**src/rtl/qsr_map.svh**
```systemverilog
`ifndef QSR_MAP_SVH
`define QSR_MAP_SVH

// Register indices on the two-wire bus
`define QSR_REG_THR0 4'h0
`define QSR_REG_THR1 4'h1
`define QSR_REG_THR2 4'h2
`define QSR_REG_THR3 4'h3
`define QSR_REG_SRC 4'h4
`define QSR_REG_POL 4'h5
`define QSR_REG_TIME 4'h6
`define QSR_REG_LOCK 4'h7
`define QSR_REG_CAUSE 4'h8
`define QSR_REG_LAST 4'h8

// Reset values
`define QSR_THR_RST 8'h00
`define QSR_SRC_RST 8'h00
`define QSR_POL_RST 4'h0
`define QSR_HOLD_SEL_RST 2'h0
`define QSR_WD_SEL_RST 3'h0
`define QSR_AS0_RST 1'h0

// Field positions
`define QSR_SRC_EN_MSB 7
`define QSR_SRC_EN_LSB 4
`define QSR_SRC_RANGE_MSB 3
`define QSR_SRC_RANGE_LSB 0
`define QSR_TIME_HOLD_MSB 6
`define QSR_TIME_HOLD_LSB 5
`define QSR_TIME_WD_MSB 2
`define QSR_TIME_WD_LSB 0
`define QSR_LOCK_BIT 7
`define QSR_AS0_BIT 6
`define QSR_CAUSE_WD_BIT 0
`define QSR_CAUSE_MR_BIT 1

// Device type codes selected by the address select bit
`define QSR_TYPE_AS0_0 4'hA
`define QSR_TYPE_AS0_1 4'hB

// Threshold scale in millivolts
`define QSR_LOW_BASE_MV 13'h0258
`define QSR_LOW_STEP_MV 13'h0005
`define QSR_HIGH_BASE_MV 13'h0708
`define QSR_HIGH_STEP_MV 13'h000F

// Timebase: one tick per millisecond, clock period in nanoseconds
`define QSR_TICK_NS 1000000
`define QSR_CLK_NS 25
`define QSR_TICK_CYCLES (`QSR_TICK_NS / `QSR_CLK_NS)

// Hold times in milliseconds
`define QSR_HOLD_25 13'h0019
`define QSR_HOLD_50 13'h0032
`define QSR_HOLD_100 13'h0064
`define QSR_HOLD_200 13'h00C8

// Watchdog periods in milliseconds
`define QSR_WD_400 13'h0190
`define QSR_WD_800 13'h0320
`define QSR_WD_1600 13'h0640
`define QSR_WD_3200 13'h0C80
`define QSR_WD_6400 13'h1900

`endif

```
**src/rtl/qsr_pkg.sv**
```systemverilog
package qsr_pkg;
	typedef logic [12:0] qsr_mv_type;
	typedef logic [12:0] qsr_ms_type;
	typedef enum logic [1:0] {
		QSR_WD_OFF = 2'b00,
		QSR_WD_RUN = 2'b01,
		QSR_WD_WAIT = 2'b10
	} qsr_wd_state_type;
endpackage

```
**src/rtl/qsr_supervisor.sv**
```systemverilog
`timescale 1ns/1ps
`include "qsr_map.svh"

module qsr_supervisor #(
	parameter int TICK_CYCLES = `QSR_TICK_CYCLES,
	parameter logic [1:0] REVISION = 2'h1
) (
	input wire logic clk, // 40 MHz clock
	input wire logic rst, // Asynchronous reset, active high
	input wire logic manual_reset_n, // Manual reset pin, active low
	input wire logic watchdog_kick_in, // Watchdog kick pin
	input wire logic bus_select_pin_low, // Address strap, low bit
	input wire logic bus_select_pin_high, // Address strap, high bit
	input wire logic [3:0] above_threshold, // Comparator outputs, 1 when input above setpoint
	output qsr_pkg::qsr_mv_type threshold_mv [4], // Setpoint per channel in mV
	output logic [3:0] range_high, // Range per channel to comparators
	input wire logic [6:0] reg_dev_addr, // Device address from bus engine
	input wire logic reg_wr, // Register write strobe
	input wire logic reg_rd, // Register read strobe
	input wire logic [3:0] reg_addr, // Register index
	input wire logic [7:0] reg_wdata, // Write data
	output logic [7:0] reg_rdata, // Read data, valid cycle after strobe
	output logic reg_ack, // Access accepted this cycle
	output logic [3:0] reset_out, // Open-drain reset drive level
	output logic [3:0] reset_oe // Open-drain enable, high pulls low
);
	import qsr_pkg::*;

	localparam int TW = $clog2(TICK_CYCLES + 1);

	// Pin synchronisers
	logic [7:0] sync1;
	logic [7:0] sync2;
	logic kick_d;
	always_ff @(posedge clk or posedge rst) begin
		if (rst) begin
			sync1 <= 8'hFF;
			sync2 <= 8'hFF;
		end else begin
			sync1 <= {manual_reset_n, watchdog_kick_in, bus_select_pin_high, bus_select_pin_low,
				above_threshold};
			sync2 <= sync1;
		end
	end
	// Starts at the pull-up level so that no false kick follows reset
	always_ff @(posedge clk or posedge rst) begin
		if (rst)
			kick_d <= 1'b1;
		else
			kick_d <= sync2[6];
	end
	wire mr_low = ~sync2[7];
	wire kick_rise = sync2[6] & ~kick_d;
	wire [1:0] sel_pins = sync2[5:4];
	wire [3:0] above_s = sync2[3:0];

	// Millisecond tick
	// Hold and watchdog counters advance only on this one-cycle pulse
	logic [TW-1:0] tick_cnt;
	wire tick = (tick_cnt == TW'(TICK_CYCLES - 1));
	always_ff @(posedge clk or posedge rst) begin
		if (rst)
			tick_cnt <= '0;
		else
			tick_cnt <= tick ? '0 : tick_cnt + 1'b1;
	end

	// Configuration registers
	logic [7:0] thr [4];
	logic [7:0] src;
	logic [3:0] pol;
	logic [1:0] hold_sel;
	logic [2:0] wd_sel;
	logic lock;
	logic as0;
	logic [1:0] cause;

	wire [3:0] dev_type = as0 ? `QSR_TYPE_AS0_1 : `QSR_TYPE_AS0_0;
	wire selected = (reg_dev_addr[6:3] == dev_type) && (reg_dev_addr[2:1] == sel_pins);
	// Registers open only while manual reset is held low
	wire access_ok = selected & mr_low;
	wire wr_go = reg_wr & access_ok & ~lock;
	wire rd_go = reg_rd & access_ok;
	assign reg_ack = wr_go | rd_go;

	always_ff @(posedge clk or posedge rst) begin
		if (rst) begin
			for (int i = 0; i < 4; i++)
				thr[i] <= `QSR_THR_RST;
		end else if (wr_go && reg_addr <= `QSR_REG_THR3) begin
			thr[reg_addr[1:0]] <= reg_wdata;
		end
	end
	always_ff @(posedge clk or posedge rst) begin
		if (rst) begin
			src <= `QSR_SRC_RST;
			pol <= `QSR_POL_RST;
			hold_sel <= `QSR_HOLD_SEL_RST;
			wd_sel <= `QSR_WD_SEL_RST;
			lock <= 1'b0;
			as0 <= `QSR_AS0_RST;
		end else if (wr_go) begin
			if (reg_addr == `QSR_REG_SRC)
				src <= reg_wdata;
			if (reg_addr == `QSR_REG_POL)
				pol <= reg_wdata[3:0];
			if (reg_addr == `QSR_REG_TIME) begin
				hold_sel <= reg_wdata[`QSR_TIME_HOLD_MSB:`QSR_TIME_HOLD_LSB];
				wd_sel <= reg_wdata[`QSR_TIME_WD_MSB:`QSR_TIME_WD_LSB];
			end
			if (reg_addr == `QSR_REG_LOCK) begin
				lock <= reg_wdata[`QSR_LOCK_BIT];
				as0 <= reg_wdata[`QSR_AS0_BIT];
			end
		end
	end

	// Comparators stay live; the enable only gates the reset path
	wire [3:0] trig_en = src[`QSR_SRC_EN_MSB:`QSR_SRC_EN_LSB];
	assign range_high = src[`QSR_SRC_RANGE_MSB:`QSR_SRC_RANGE_LSB];

	// Setpoints and fault detection
	logic [3:0] fault;
	for (genvar g = 0; g < 4; g++) begin : g_chan
		wire [12:0] code = {5'h00, thr[g]};
		wire [12:0] low_mv = 13'(`QSR_LOW_BASE_MV + code * `QSR_LOW_STEP_MV);
		wire [12:0] high_mv = 13'(`QSR_HIGH_BASE_MV + code * `QSR_HIGH_STEP_MV);
		assign threshold_mv[g] = range_high[g] ? high_mv : low_mv;
		assign fault[g] = pol[g] ? above_s[g] : ~above_s[g];
	end

	// Hold time in ticks
	wire [12:0] hold_ticks = (hold_sel == 2'h0) ? `QSR_HOLD_25 :
		(hold_sel == 2'h1) ? `QSR_HOLD_50 :
		(hold_sel == 2'h2) ? `QSR_HOLD_100 : `QSR_HOLD_200;

	// Watchdog period; unlisted codes behave as off
	wire [12:0] wd_ticks = (wd_sel == 3'h3) ? `QSR_WD_400 :
		(wd_sel == 3'h4) ? `QSR_WD_800 :
		(wd_sel == 3'h5) ? `QSR_WD_1600 :
		(wd_sel == 3'h6) ? `QSR_WD_3200 :
		(wd_sel == 3'h7) ? `QSR_WD_6400 : 13'h0000;
	wire wd_enabled = (wd_ticks != 13'h0000);

	// Watchdog
	qsr_wd_state_type wd_state;
	qsr_wd_state_type next_wd_state;
	logic [12:0] wd_cnt;
	logic [12:0] next_wd_cnt;
	logic wd_fire;
	wire any_out = |reset_oe;

	always_comb begin
		next_wd_state = wd_state;
		next_wd_cnt = wd_cnt;
		wd_fire = 1'b0;
		case (wd_state)
			QSR_WD_OFF: begin
				next_wd_cnt = 13'h0000;
				if (wd_enabled)
					next_wd_state = QSR_WD_RUN;
			end
			QSR_WD_RUN: begin
				if (!wd_enabled) begin
					next_wd_state = QSR_WD_OFF;
					next_wd_cnt = 13'h0000;
				end else if (kick_rise) begin
					next_wd_cnt = 13'h0000;
				end else if (tick) begin
					if (wd_cnt + 13'h0001 >= wd_ticks) begin
						wd_fire = 1'b1;
						next_wd_state = QSR_WD_WAIT;
						next_wd_cnt = 13'h0000;
					end else begin
						next_wd_cnt = wd_cnt + 13'h0001;
					end
				end
			end
			QSR_WD_WAIT: begin
				next_wd_cnt = 13'h0000;
				if (!any_out)
					next_wd_state = wd_enabled ? QSR_WD_RUN : QSR_WD_OFF;
			end
			default: begin
				next_wd_state = QSR_WD_OFF;
				next_wd_cnt = 13'h0000;
			end
		endcase
	end
	always_ff @(posedge clk or posedge rst) begin
		if (rst) begin
			wd_state <= QSR_WD_OFF;
			wd_cnt <= 13'h0000;
		end else begin
			wd_state <= next_wd_state;
			wd_cnt <= next_wd_cnt;
		end
	end

	// Reset cause flags; a new event wins over a clear in the same cycle
	wire cause_clr = wr_go && (reg_addr == `QSR_REG_CAUSE);
	wire [1:0] cause_set = {mr_low, wd_fire};
	always_ff @(posedge clk or posedge rst) begin
		if (rst)
			cause <= 2'h0;
		else
			cause <= (cause & ~(cause_clr ? reg_wdata[1:0] : 2'h0)) | cause_set;
	end

	// Reset outputs with hold stretch; power-up starts with the default hold
	// Reload on every cause cycle, so the hold is timed from the cause's end
	logic [12:0] hold_cnt [4];
	logic [3:0] chan_cause;
	for (genvar g = 0; g < 4; g++) begin : g_out
		assign chan_cause[g] = mr_low | wd_fire | (trig_en[g] & fault[g]);
		always_ff @(posedge clk or posedge rst) begin
			if (rst)
				hold_cnt[g] <= `QSR_HOLD_25;
			else if (chan_cause[g])
				hold_cnt[g] <= hold_ticks;
			else if (tick && hold_cnt[g] != 13'h0000)
				hold_cnt[g] <= hold_cnt[g] - 13'h0001;
		end
		assign reset_oe[g] = chan_cause[g] | (hold_cnt[g] != 13'h0000);
	end
	assign reset_out = 4'h0;

	// Register read data
	wire [7:0] rd_word [9];
	assign rd_word[0] = thr[0];
	assign rd_word[1] = thr[1];
	assign rd_word[2] = thr[2];
	assign rd_word[3] = thr[3];
	assign rd_word[4] = src;
	assign rd_word[5] = {fault, pol};
	assign rd_word[6] = {1'b1, hold_sel, REVISION, wd_sel};
	assign rd_word[7] = {lock, as0, 6'h00};
	assign rd_word[8] = {6'h00, cause};
	// Read data stands until the next accepted read
	wire [7:0] next_rdata = (reg_addr <= `QSR_REG_LAST) ? rd_word[reg_addr] : 8'h00;
	always_ff @(posedge clk or posedge rst) begin
		if (rst)
			reg_rdata <= 8'h00;
		else if (rd_go)
			reg_rdata <= next_rdata;
	end
endmodule // qsr_supervisor

```
**config.mk**
```make
export PLATFORM = sky130hd
export DESIGN_NAME = qsr_supervisor
export DESIGN_NICKNAME = d
export VERILOG_FILES = /design/src/rtl/qsr_pkg.sv /design/src/rtl/qsr_supervisor.sv
export VERILOG_INCLUDE_DIRS = /design/src /design/src/rtl
export SDC_FILE = /design/constraint.sdc
export NUM_CORES = 1
export LEC_CHECK = 0
export BUFFER_PORTS_ARGS = -buffer_cell sky130_fd_sc_hd__buf_4
export CAP_MARGIN = 20
export CORE_ASPECT_RATIO = 1.75
export CORE_MARGIN = 5
export CORE_UTILIZATION = 60
export DETAILED_ROUTE_END_ITERATION = 8
export PLACE_DENSITY = 0.83
export SYNTH_ARGS = -nofsm -noshare
export SYNTH_HDL_FRONTEND = slang
export SYNTH_SLANG_ARGS = --single-unit
```
**constraint.sdc**
```tcl
create_clock -name clk -period 15.8 [get_ports clk]
set_input_delay 3.16 -clock clk [delete_from_list [all_inputs] [get_ports clk]]
set_output_delay 3.16 -clock clk [all_outputs]
set_load 0.005 [all_outputs]
```
Word level (Yosys, flattened, before mapping) --
Cells that the tools add are included.
Cells by class: add/sub/neg operators 14, multipliers 8, $lt $le $gt $ge 6, equal/unequal tests 23, multiplexer cells 52, bitwise operators 31, reduce and logical (&&, ||, !) cells 25
Operator list (count):
- 13-bit 2-to-1 mux | 22
- 13-bit nonzero test | 5
- 8-bit 2-to-1 mux | 7
- 11-bit by 12-bit adder with 13-bit output, first input constant | 4
- 13-bit by 1-bit subtractor with 13-bit output, second input constant | 4
- 10-bit by 11-bit adder with 12-bit output, first input constant | 4
- 8-bit by 4-bit multiplier with 12-bit output, second input constant | 4
- 8-bit by 3-bit multiplier with 11-bit output, second input constant | 4
- 8-bit binary-select mux with 4-bit select | 1
- 32-bit bitwise mux | 1
- 16-bit by 1-bit adder with 16-bit output, second input constant | 1
- 8-bit demux with 2-bit select | 1
- 16-bit equality test, second input constant | 1
- 4-bit by 3-bit equality test with 1-bit output, second input constant | 4
- 16-bit 2-to-1 mux | 1
- 2-bit 2-to-1 mux | 7
- 13-bit by 1-bit adder with 13-bit output, second input constant | 1
- 13-bit >= comparator | 1
- 3-bit equality test, second input constant | 4
- 1-bit 2-to-1 mux | 11
- 1-bit OR | 10
- 1-bit AND | 9
- 3-bit inequality test, second input constant | 3
- 1-bit logical AND | 8
- 25 further kinds | 41
Storage, ports and cells: register bits after elaboration 161, input port bits 31, output and inout port bits 73, word-level logic and storage cells 181

Depth between registers and ports, before layout --
Gate-level depths: netlist (run 1).
depth in word-level cells 18, gate-level depth with buffers 15

Worst setup path after synthesis (run 1) --
OpenSTA, ideal clock, no wires.
kind input-to-output, from in reg_dev_addr[5], to out reg_ack, data arrival time 3.986 ns, required time 12.640 ns, path slack 8.654 ns, stages on the path 4, cells stage by stage nand4bb_1 -> nor4_2 -> nand2_1 -> nand2_1
Between the ends: longest elaborated chain between the ends 6, elaborated cells between the ends (all ways) 7
RTL lines:
- from (decl) | RTL line qsr_supervisor.sv:17 | input wire logic [6:0] reg_dev_addr,
- 4-bit equality test * | RTL line qsr_supervisor.sv:79 | wire selected = (reg_dev_addr[6:3] == dev_type) && (reg_dev_addr[2:1] == sel_pins);
- 1-bit logical AND * | RTL line qsr_supervisor.sv:79
- 1-bit AND * | RTL line qsr_supervisor.sv:81 | wire access_ok = selected & mr_low;
- 1-bit AND (2 in series) | RTL line qsr_supervisor.sv:82 | wire wr_go = reg_wr & access_ok & ~lock;
- 1-bit OR * | RTL line qsr_supervisor.sv:84 | assign reg_ack = wr_go | rd_go;
- to (decl) | RTL line qsr_supervisor.sv:23 | output logic reg_ack,
Every way passes the cells marked *; elsewhere a longest branch is shown, timed or not.

Final worst setup path (run 1) --
Ends and elaborated chain as after synthesis.

==> results of run 1 <==
synth_stat cells, types with 11 or more instances:
cell type	instances
ha_1	185
inv_1	143
dfrtp_1	132
nand2_1	96
mux2_2	80
nor2_1	80
o21ai_0	66
xnor2_1	65
fa_1	64
nand3_1	47
nor3_1	41
mux2i_1	34
a21oi_1	33
dfstp_2	29
xor2_1	29
nand2b_1	21
clkbuf_1	20
a21o_1	19
nor4_1	19
or3_1	19
nor2b_1	17
or2_2	17
buf_4	15
nand4_1	15
o211ai_1	11
through the flow:
step	utilization, %	cells	total power, mW	cell area, sq um	hold WS, ps
3_3_place_gp	64.4	1825	0.507	15300	345
2_1_floorplan	-	1463	0.483	14400	345
6_report	67.1	1859	0.931	16000	358
5_1_grt	67.1	1859	0.960	16000	361
3_5_place_dp	64.4	1825	0.511	15300	347
4_1_cts	67.0	1857	0.934	16000	358
logic make-up (layout without fill, tap and decap cells):
kind of cell,Yosys count,after routing,synth area share (%)
xor gates and xnor gates,94,94,5.70
AOI/OAI and AO/OA,205,205,9.57
and+or+nand+nor,430,430,15.7
buffers and inverters,193,280,5.57
muxes,127,127,10.3
DFF,161,161,28.2
other,1,5,0.0260
adders and majority gates,249,249,24.9
power breakdown:
| group | total (mW) | switching (mW) | internal (mW) |
|---|---|---|---|
| Clock | 0.426 | 0.208 | 0.218 |
| Combinational | 0.0779 | 0.0446 | 0.0333 |
| Sequential | 0.426 | 0.00711 | 0.419 |
| Total | 0.931 | 0.260 | 0.671 |
cell type report:
type	instances	area, sq um
multi-input cells	1109	9580
clock buffers	17	425
inverters	144	546
flip-flops and latches	161	4070
diodes	1	2.50
clock inverters	15	201
repair buffers	104	801
well taps	308	385
fillers	1777	7830
state kept, by name (all words and copies together), names as in the netlist:
name         count
hold_cnt        52
g_chan.code     32
tick_cnt        16
wd_cnt          13
reg_rdata        8
src              8
sync1            8
sync2            8
pol              4
wd_sel           3
cause            2
hold_sel         2
wd_state         2
as0              1
kick_d           1
lock             1
worst max-delay path: stages:
cell and delay [ps]:
buf_4 100, nand4bb_1 180, nor4_2 590, nand2_1 380, nand2_1 220, buf_4 130
per-layer routing:
layer  wire length [um]  vias to the layer above  GRT usage [%]
li1                   -                     5241              -
met1              12200                     5579           26.3
met2              18700                      322           47.8
met3               1310                      134           3.65
met4               1760                        0           13.0
met5                  0                        -              0
how the worst max path moves through the flow:
stage / from / endpoint / slack, ps / cells past startpoint
final: reg_dev_addr[5] / reg_ack / 7870 / 6
after global routing: reg_dev_addr[5] / reg_ack / 7830 / 6
after CTS: reg_dev_addr[5] / reg_ack / 7910 / 6
after detailed placement: reg_dev_addr[5] / reg_ack / 7910 / 6
after global placement: reg_dev_addr[5] / reg_ack / 7930 / 6
after floorplan: rst / as0 / 8340 / 1
==> impl_metrics.py, run 1 <==
metrics = {
    "critical_path": {
        "cp-end-kind": "primary output",
        "worst-setup-path-type": "input pin to primary output",
        "critPathMaxFanout": 10,
        "cp-start-kind": "input pin",
        "crit_required_ps": 12640,
        "arrival_ps": 4770,
        "r2r_start": "wd_cnt[2]",
        "reg2regPathDepth": 11,
        "timing.rr.end": "hold_cnt[27]",
        "rrSetupSlack_ps": 11740,
    },
    "detailed_routing": {
        "num_vias": 11300,
        "first_iter_violations": 645,
        "drcViolationCount": 0,
        "wl_per_cell_um": 18.3,
        "ant_nets": 0,
        "drtPass1Iterations": 5,
        "via_per_inst": 6.07,
        "wirelength_mm": 34.0,
    },
    "clocking": {
        "cts.sinks": 161,
        "root_buffer": "clkbuf_16",
        "h-tree-depth": 4,
        "numCtsBuffers": 17,
        "holdBufCountCts": 0,
        "clkLatencyLatePin_ps": 430,
        "cts_buffer_depth": 2,
        "postCtsResizedCells": 0,
        "clkTransAtPathRegs_ps": 70,
        "cts_tree": "yes",
        "postCtsSetupBuffers": 0,
    },
    "synth": {
        "netlist_top_cells_area": "dfrtp_1 23%, ha_1 16%, fa_1 8.9%",
        "synth_top_area_share_pct": 22.9,
        "yosysTopAreaCell": "dfrtp_1",
        "ys_seq_elements": 161,
        "syn_avg_cell_area_sq_um": 9.89,
        "synth-edff-count": 0,
        "synthCells": 1460,
        "ys_seq_area_share_pct": 28.2,
        "ys_warn_count": 0,
        "yosys_most_used_dff": "dfrtp_1",
        "ys_types": 78,
        "synth-async-reset-ratio_pct": 100,
        "synthesis.area_sq_mm": 0.0144,
    },
    "power_and_ir_drop": {
        "leakagePower_nw": 7.88,
        "power.density_mw_per_mm2": 58.2,
        "ir_drop_uv": 77.8,
    },
    "flow_run": {
        "maxCapViolations": 0,
    },
    "cells_and_area": {
        "drive_above_1_share_pct": 18.8,
        "final_cell_mix": "185 x ha_1, 142 x inv_1, 132 x dfrtp_1, 103 x buf_4, 96 x nand2_1",
        "nNetsFinal": 1817,
        "final_common_cell": "ha_1",
        "synthToLayoutAreaGrowth_pct": 10.9,
    },
    "die": {
        "rows": 75,
        "start_util_pct": 60.6,
        "design.portCount": 104,
        "die_y_um": 215,
        "core_area_sq_mm": 0.0238,
        "fp.dieW_um": 127,
        "die_area_sq_mm": 0.0274,
    },
    "sta": {
        "slew_headroom_pct": 29.9,
        "final_max_slew_viol_count": 0,
        "layout_setup_ws_ps": 7870,
        "worst_pin_slew_ps": 1050,
        "period_needed_ps": 7930,
        "setup_viol": 0,
        "hold_viol": 0,
        "timing.setup.tns_ps": 0,
        "finalCritPeriodShare_pct": 50.2,
        "rsz0062_at_grt": "no",
        "fin_worst_skew_ps": 13.3,
        "fmax_mhz": 126,
    },
    "grt": {
        "overflow": 0,
        "grt_max_degree": 84,
        "grt_pass1_wl_mm": 56.7,
        "grt_pass1_vias": 12100,
        "antenna_found_initial": 1,
        "grt.total_usage_pct": 25.2,
    },
    "outcome": {
        "outcome": "completed",
    },
    "min_path": {
        "hp-class": "flop to flop",
        "holdPathStages": 0,
        "hold_end": "sync2[6]",
        "hp-start": "sync1[6]",
    },
    "placement": {
        "place_ws_ps": 7910,
        "dpl.hpwl_mm": 26.0,
        "port_buffers": 98,
        "finalWeightedCongestion": 0.879,
    },
}
No activity file was read; power rests on OpenSTA's default activity.
==> run 2: changes to the inputs <==
Settings changed: CORE_UTILIZATION 60 to 56, PLACE_DENSITY 0.83 to 0.82.
Clock period 15.8 ns to 7.1 ns, I/O delays scaled along.
==> impl_metrics.py, run 2 (synthesis results as in run 1) <==
metrics = {
    "sta": {
        "final_max_slew_viol_count": 0,
        "finalCritPeriodShare_pct": 81.5,
        "setup_viol": 0,
        "layout_setup_ws_ps": 1320,
        "period_needed_ps": 5780,
        "slew_headroom_pct": 25.3,
        "rsz0062_at_grt": "no",
        "hold_viol": 0,
        "timing.setup.tns_ps": 0,
        "worst_pin_slew_ps": 1120,
        "fin_worst_skew_ps": 14.7,
        "fmax_mhz": 173,
    },
    "cells_and_area": {
        "regMostFlops": "hold_cnt",
        "regArea_sq_mm": 0.00407,
        "drive_above_1_share_pct": 18.7,
        "final_cell_mix": "185 x ha_1, 142 x inv_1, 132 x dfrtp_1, 101 x buf_4, 96 x nand2_1",
        "multi_input_area_sq_mm": 0.00958,
        "nNetsFinal": 1815,
        "fillerInstances": 1959,
        "final_common_cell": "ha_1",
        "fin_util_pct": 63.1,
        "largest_reg_flops": 52,
        "synthToLayoutAreaGrowth_pct": 10.7,
    },
    "die": {
        "core_area_sq_mm": 0.0253,
        "rows": 77,
        "start_util_pct": 57.0,
        "design.portCount": 104,
        "fp.dieW_um": 131,
        "die_area_sq_mm": 0.0292,
        "die_y_um": 222,
    },
    "min_path": {
        "hp-start": "sync1[5]",
        "hp-class": "flop to flop",
        "hold_end": "sync2[5]",
        "holdPathStages": 0,
    },
    "critical_path": {
        "worst-setup-path-type": "flop to primary output",
        "cp-end-kind": "primary output",
        "critPathMaxFanout": 10,
        "crit_required_ps": 5680,
        "rrSetupSlack_ps": 3300,
        "r2r_start": "wd_cnt[2]",
        "arrival_ps": 4360,
        "reg2regPathDepth": 11,
        "critPathLaunch": "g_chan[0].code[4]",
        "cp-start-kind": "flop",
        "timing.rr.end": "hold_cnt[44]",
    },
    "placement": {
        "port_buffers": 98,
        "finalWeightedCongestion": 0.877,
        "dpl.hpwl_mm": 25.7,
        "place_ws_ps": 1840,
    },
    "detailed_routing": {
        "met1_length_mm": 11.9,
        "ant_nets": 0,
        "num_vias": 11200,
        "drcViolationCount": 0,
        "top_layer": "met4",
        "via_per_inst": 5.99,
        "wl_per_cell_um": 17.7,
        "drtPass1Iterations": 5,
        "first_iter_violations": 515,
        "wirelength_mm": 33.0,
        "wl_met2_mm": 18.4,
        "wl_met3_mm": 1.17,
    },
    "clocking": {
        "clkTransAtPathRegs_ps": 70,
        "numCtsBuffers": 17,
        "root_buffer": "clkbuf_16",
        "holdBufCountCts": 0,
        "postCtsResizedCells": 0,
        "cts.sinks": 161,
        "clkLatencyLatePin_ps": 440,
        "postCtsSetupBuffers": 0,
        "cts_buffer_depth": 2,
        "h-tree-depth": 4,
        "cts_tree": "yes",
    },
    "grt": {
        "grt_max_degree": 113,
        "antenna_found_initial": 1,
        "overflow": 0,
        "grt_pass1_wl_mm": 55.5,
        "grt.total_usage_pct": 22.6,
        "grt_pass1_vias": 11600,
    },
    "outcome": {
        "outcome": "completed",
    },
    "power_and_ir_drop": {
        "leakagePower_nw": 7.87,
        "ir_drop_uv": 111,
        "power.density_mw_per_mm2": 128,
    },
    "flow_run": {
        "maxCapViolations": 0,
    },
}
==> run 2: stage by stage <==
stage | total power, mW | std cells | area (sq um) | hold WS, ps
3_3_place_gp | 1.13 | 1831 | 15300 | 346
3_5_place_dp | 1.14 | 1831 | 15300 | 348
4_1_cts | 2.05 | 1863 | 16000 | 358
6_report | 2.04 | 1865 | 16000 | 356
5_1_grt | 2.12 | 1865 | 16000 | 361
2_1_floorplan | 1.08 | 1463 | 14400 | 345
==> run 2: power breakdown <==
| group | switching (mW) | internal (mW) | total, mW |
|---|---|---|---|
| Clock | 0.446 | 0.478 | 0.924 |
| Combinational | 0.0972 | 0.0738 | 0.171 |
| Sequential | 0.0165 | 0.933 | 0.950 |
==> run 2: worst max-delay path by stage <==
stage                            end  slack [ps]  cells after the start
CTS                 threshold_mv[49]        1370                     10
global placement    threshold_mv[50]        1880                     11
global route        threshold_mv[11]        1060                     11
floorplan                        as0        1380                      1
detailed placement  threshold_mv[49]        1840                     10
finish              threshold_mv[49]        1320                     10
==> run 2: area by class of cell <==
cell class                      instances  share of cell area, %
Multi-Input combinational cell       1109                   59.9
Sequential cell                       161                   25.4
Timing Repair Buffer                  102                   4.92
Inverter                              144                   3.41
Clock buffer                           17                   2.66
Tap cell                              316                   2.47
Clock inverter                         15                   1.19
Antenna cell                            1                 0.0157
==> run 2: layer usage <==
| layer | global-route usage, % | vias up |
|---|---|---|
| met1 | 23.6 | 5587 |
| met5 | 0 | - |
| li1 | - | 5238 |
| met2 | 43.1 | 260 |
| met3 | 3.19 | 88 |
| met4 | 11.6 | 0 |
==> run 2: worst max-delay path: stages (launching register included) <==
cell      delay, ps
dfrtp_1         730
fa_1            560
fa_1            500
ha_1            310
ha_1            360
nand3_1         120
o211ai_1        110
o21ai_0         370
nand2_1         130
o311ai_0        530
buf_4           220
==> run 3: changes to the inputs <==
Settings changed: ABC_AREA set to 1, CORE_UTILIZATION 56 to 60, PLACE_DENSITY 0.82 to 0.83.
Clock period 7.1 ns to 6 ns, I/O delays scaled along.
==> impl_metrics.py, run 3 <==
metrics = {
    "cells_and_area": {
        "final_cells": 2131,
        "final_cell_mix": "316 x nand2_1, 245 x inv_1, 185 x ha_1, 160 x o21ai_0, 134 x nor2_1",
        "final_area_sq_mm": 0.0156,
        "fillerInstances": 1923,
        "regMostFlops": "hold_cnt",
        "largest_reg_flops": 52,
        "synthToLayoutAreaGrowth_pct": 10.3,
        "drive_above_1_share_pct": 11.9,
        "final_common_cell": "nand2_1",
        "nNetsFinal": 2095,
        "n_antenna_cell": 0,
    },
    "detailed_routing": {
        "ant_nets": 0,
        "drcViolationCount": 0,
        "num_vias": 12000,
        "wl_per_cell_um": 16.0,
        "via_per_inst": 5.65,
        "first_iter_violations": 663,
        "wirelength_mm": 34.2,
        "drtPass1Iterations": 5,
    },
    "flow_run": {
        "maxCapViolations": 0,
    },
    "sta": {
        "finalCritPeriodShare_pct": 87.3,
        "rsz0062_at_grt": "no",
        "fmax_mhz": 191,
        "fin_worst_skew_ps": 15.9,
        "setup_viol": 0,
        "slew_headroom_pct": 35.9,
        "period_needed_ps": 5240,
        "final_max_slew_viol_count": 0,
        "hold_viol": 0,
        "timing.setup.tns_ps": 0,
        "holdWs_ps": 354,
        "worst_pin_slew_ps": 958,
    },
    "synth": {
        "yosys_most_used_dff": "dfrtp_1",
        "synthTopCellsByCount": "316 x nand2_1, 246 x inv_1, 185 x ha_1",
        "synth-async-reset-ratio_pct": 100,
        "synth_top_area_share_pct": 23.4,
        "syn_avg_cell_area_sq_um": 8.18,
        "netlist_top_cells_area": "dfrtp_1 23%, ha_1 16%, fa_1 9.1%",
        "synth_most_common_cell": "nand2_1",
        "yosysTopAreaCell": "dfrtp_1",
        "synth-edff-count": 0,
        "synthesis.area_sq_mm": 0.0141,
        "ys_types": 56,
        "ys_seq_elements": 161,
        "synthCells": 1729,
        "ys_warn_count": 0,
        "ys_seq_area_share_pct": 28.7,
    },
    "power_and_ir_drop": {
        "p_sw_uw": 609,
        "p_sw_share_pct": 26.4,
        "power.density_mw_per_mm2": 148,
        "comb_power_share_pct": 6.6,
        "p_seq_share_pct": 49.2,
        "intPower_mw": 1.70,
        "power.clock.fraction_pct": 44.2,
        "total_power_mw": 2.31,
        "ir_drop_uv": 184,
        "leakagePower_nw": 8.26,
    },
    "die": {
        "start_util_pct": 60.6,
        "rows": 74,
        "design.portCount": 104,
        "die_area_sq_mm": 0.0269,
        "die_y_um": 213,
        "fp.dieW_um": 126,
        "core_area_sq_mm": 0.0233,
    },
    "placement": {
        "finalWeightedCongestion": 0.952,
        "port_buffers": 98,
        "place_inst": 2100,
        "dpl.hpwl_mm": 26.8,
        "place_area_sq_mm": 0.0151,
    },
    "clocking": {
        "numCtsBuffers": 17,
        "postCtsResizedCells": 0,
        "clkLatencyLatePin_ps": 440,
        "holdBufCountCts": 0,
        "clkTransAtPathRegs_ps": 60,
        "root_buffer": "clkbuf_16",
        "h-tree-depth": 4,
        "postCtsSetupBuffers": 0,
        "cts_tree": "yes",
        "cts.sinks": 161,
        "cts_buffer_depth": 2,
    },
    "critical_path": {
        "max_stage_delay_ps": 660,
        "critical-path-top-delay-family": "adder cells",
        "crit_required_ps": 4800,
        "crit_path_cell_trace": "fa_1 > fa_1 > ha_1 > ha_1 > nand2_1 > o21ai_0 > a21oi_1 > nor2_1 > o21ai_0 > nand2_1 > o21ai_0 > o21ai_0 > buf_4",
        "rrSetupSlack_ps": 2460,
        "cp-start-kind": "flop",
        "crit_slowest_cell": "dfrtp_1",
        "path_buf_inv": 1,
        "worst-setup-path-type": "flop to primary output",
        "arrival_ps": 4040,
        "cp-end-kind": "primary output",
        "critPathMaxFanout": 9,
        "worst_path_most_repeated_cell": "o21ai_0",
    },
    "grt": {
        "grt_pass1_vias": 12400,
        "antenna_found_initial": 0,
        "overflow": 0,
        "grt.total_usage_pct": 26.2,
        "grt_pass1_wl_mm": 57.8,
        "grt_max_degree": 70,
    },
    "min_path": {
        "hp-class": "flop to flop",
    },
    "outcome": {
        "outcome": "completed",
    },
}
[run 3: cell count changes in the layout (fill, tap and decap cells not counted), moves of 28 or more]
cell / delta
nand2_1: +220
inv_1: +103
o21ai_0: +94
mux2_2: -80
nor2_1: +54
xnor2_1: -45
a21oi_1: +42
mux2i_1: -34
xor2_1: +28
[run 3: per-stage QoR]
stage	utilization (%)	worst slack, ps
4_1_cts	66.9	771
6_report	66.9	762
5_1_grt	66.9	509
3_3_place_gp	64.6	1280
3_5_place_dp	64.6	1260
2_1_floorplan	-	500
[run 3: cells by family after synthesis]
kind of cell / share of synthesized area (%)
other: 0.0265
flip-flops: 28.7
AND/OR/NAND/NOR: 19.2
AO/OA/AOI/OAI: 13.4
adder cells (fa/ha/maj): 25.4
XOR/XNOR: 4.77
buffers and inverters: 8.46
[run 3: power groups by stage]
stage | sequential, mW | clock [mW] | combinational [mW]
2_1_floorplan | 1.15 | 0 | 0.105
3_3_place_gp | 1.15 | 0 | 0.150
3_5_place_dp | 1.15 | 0 | 0.153
4_1_cts | 1.14 | 1.02 | 0.154
5_1_grt | 1.14 | 1.07 | 0.172
6_report | 1.14 | 1.02 | 0.153
[run 3: metal layers]
metal / global-route usage, % / wire, um / vias to the layer above
met5: 0 / 0 / -
met4: 13.2 / 1730 / 0
met3: 3.50 / 1440 / 112
met2: 49.6 / 18400 / 364
met1: 28.2 / 12600 / 5740
li1: - / - / 5825
[run 3: path summary, 6_finish.rpt]
| path | startpoint | end | depth (start not counted) |
|---|---|---|---|
| min in group asynchronous | rst | tick_cnt[4] | 2 |
| min reg2reg | sync1[7] | sync2[7] | 0 |
| max reg2reg | wd_cnt[2] | hold_cnt[2] | 21 |
| max | g_chan[0].code[4] | threshold_mv[49] | 13 |
| max in group asynchronous | rst | hold_cnt[6] | 3 |
| min | sync1[7] | sync2[7] | 0 |
[run 3: worst reg2reg max path: cells and delay by family (launching register included)]
kind	cells	cell delay (ps)
buf+inv	4	450
simple gates	14	1820
fa+ha+maj	1	290
flops	1	430
xor+xnor	1	210
compound gates	1	290
[run 3: final cells by class]
cell class	instances	area (sq um)	area share, %
well taps	304	380	2.44
inverters	259	977	6.26
repair buffers	100	751	4.81
flip-flops and latches	161	4070	26.1
multi-input cells	1276	8890	57.0
clock inverters	13	104	0.666
clock buffers	18	429	2.75
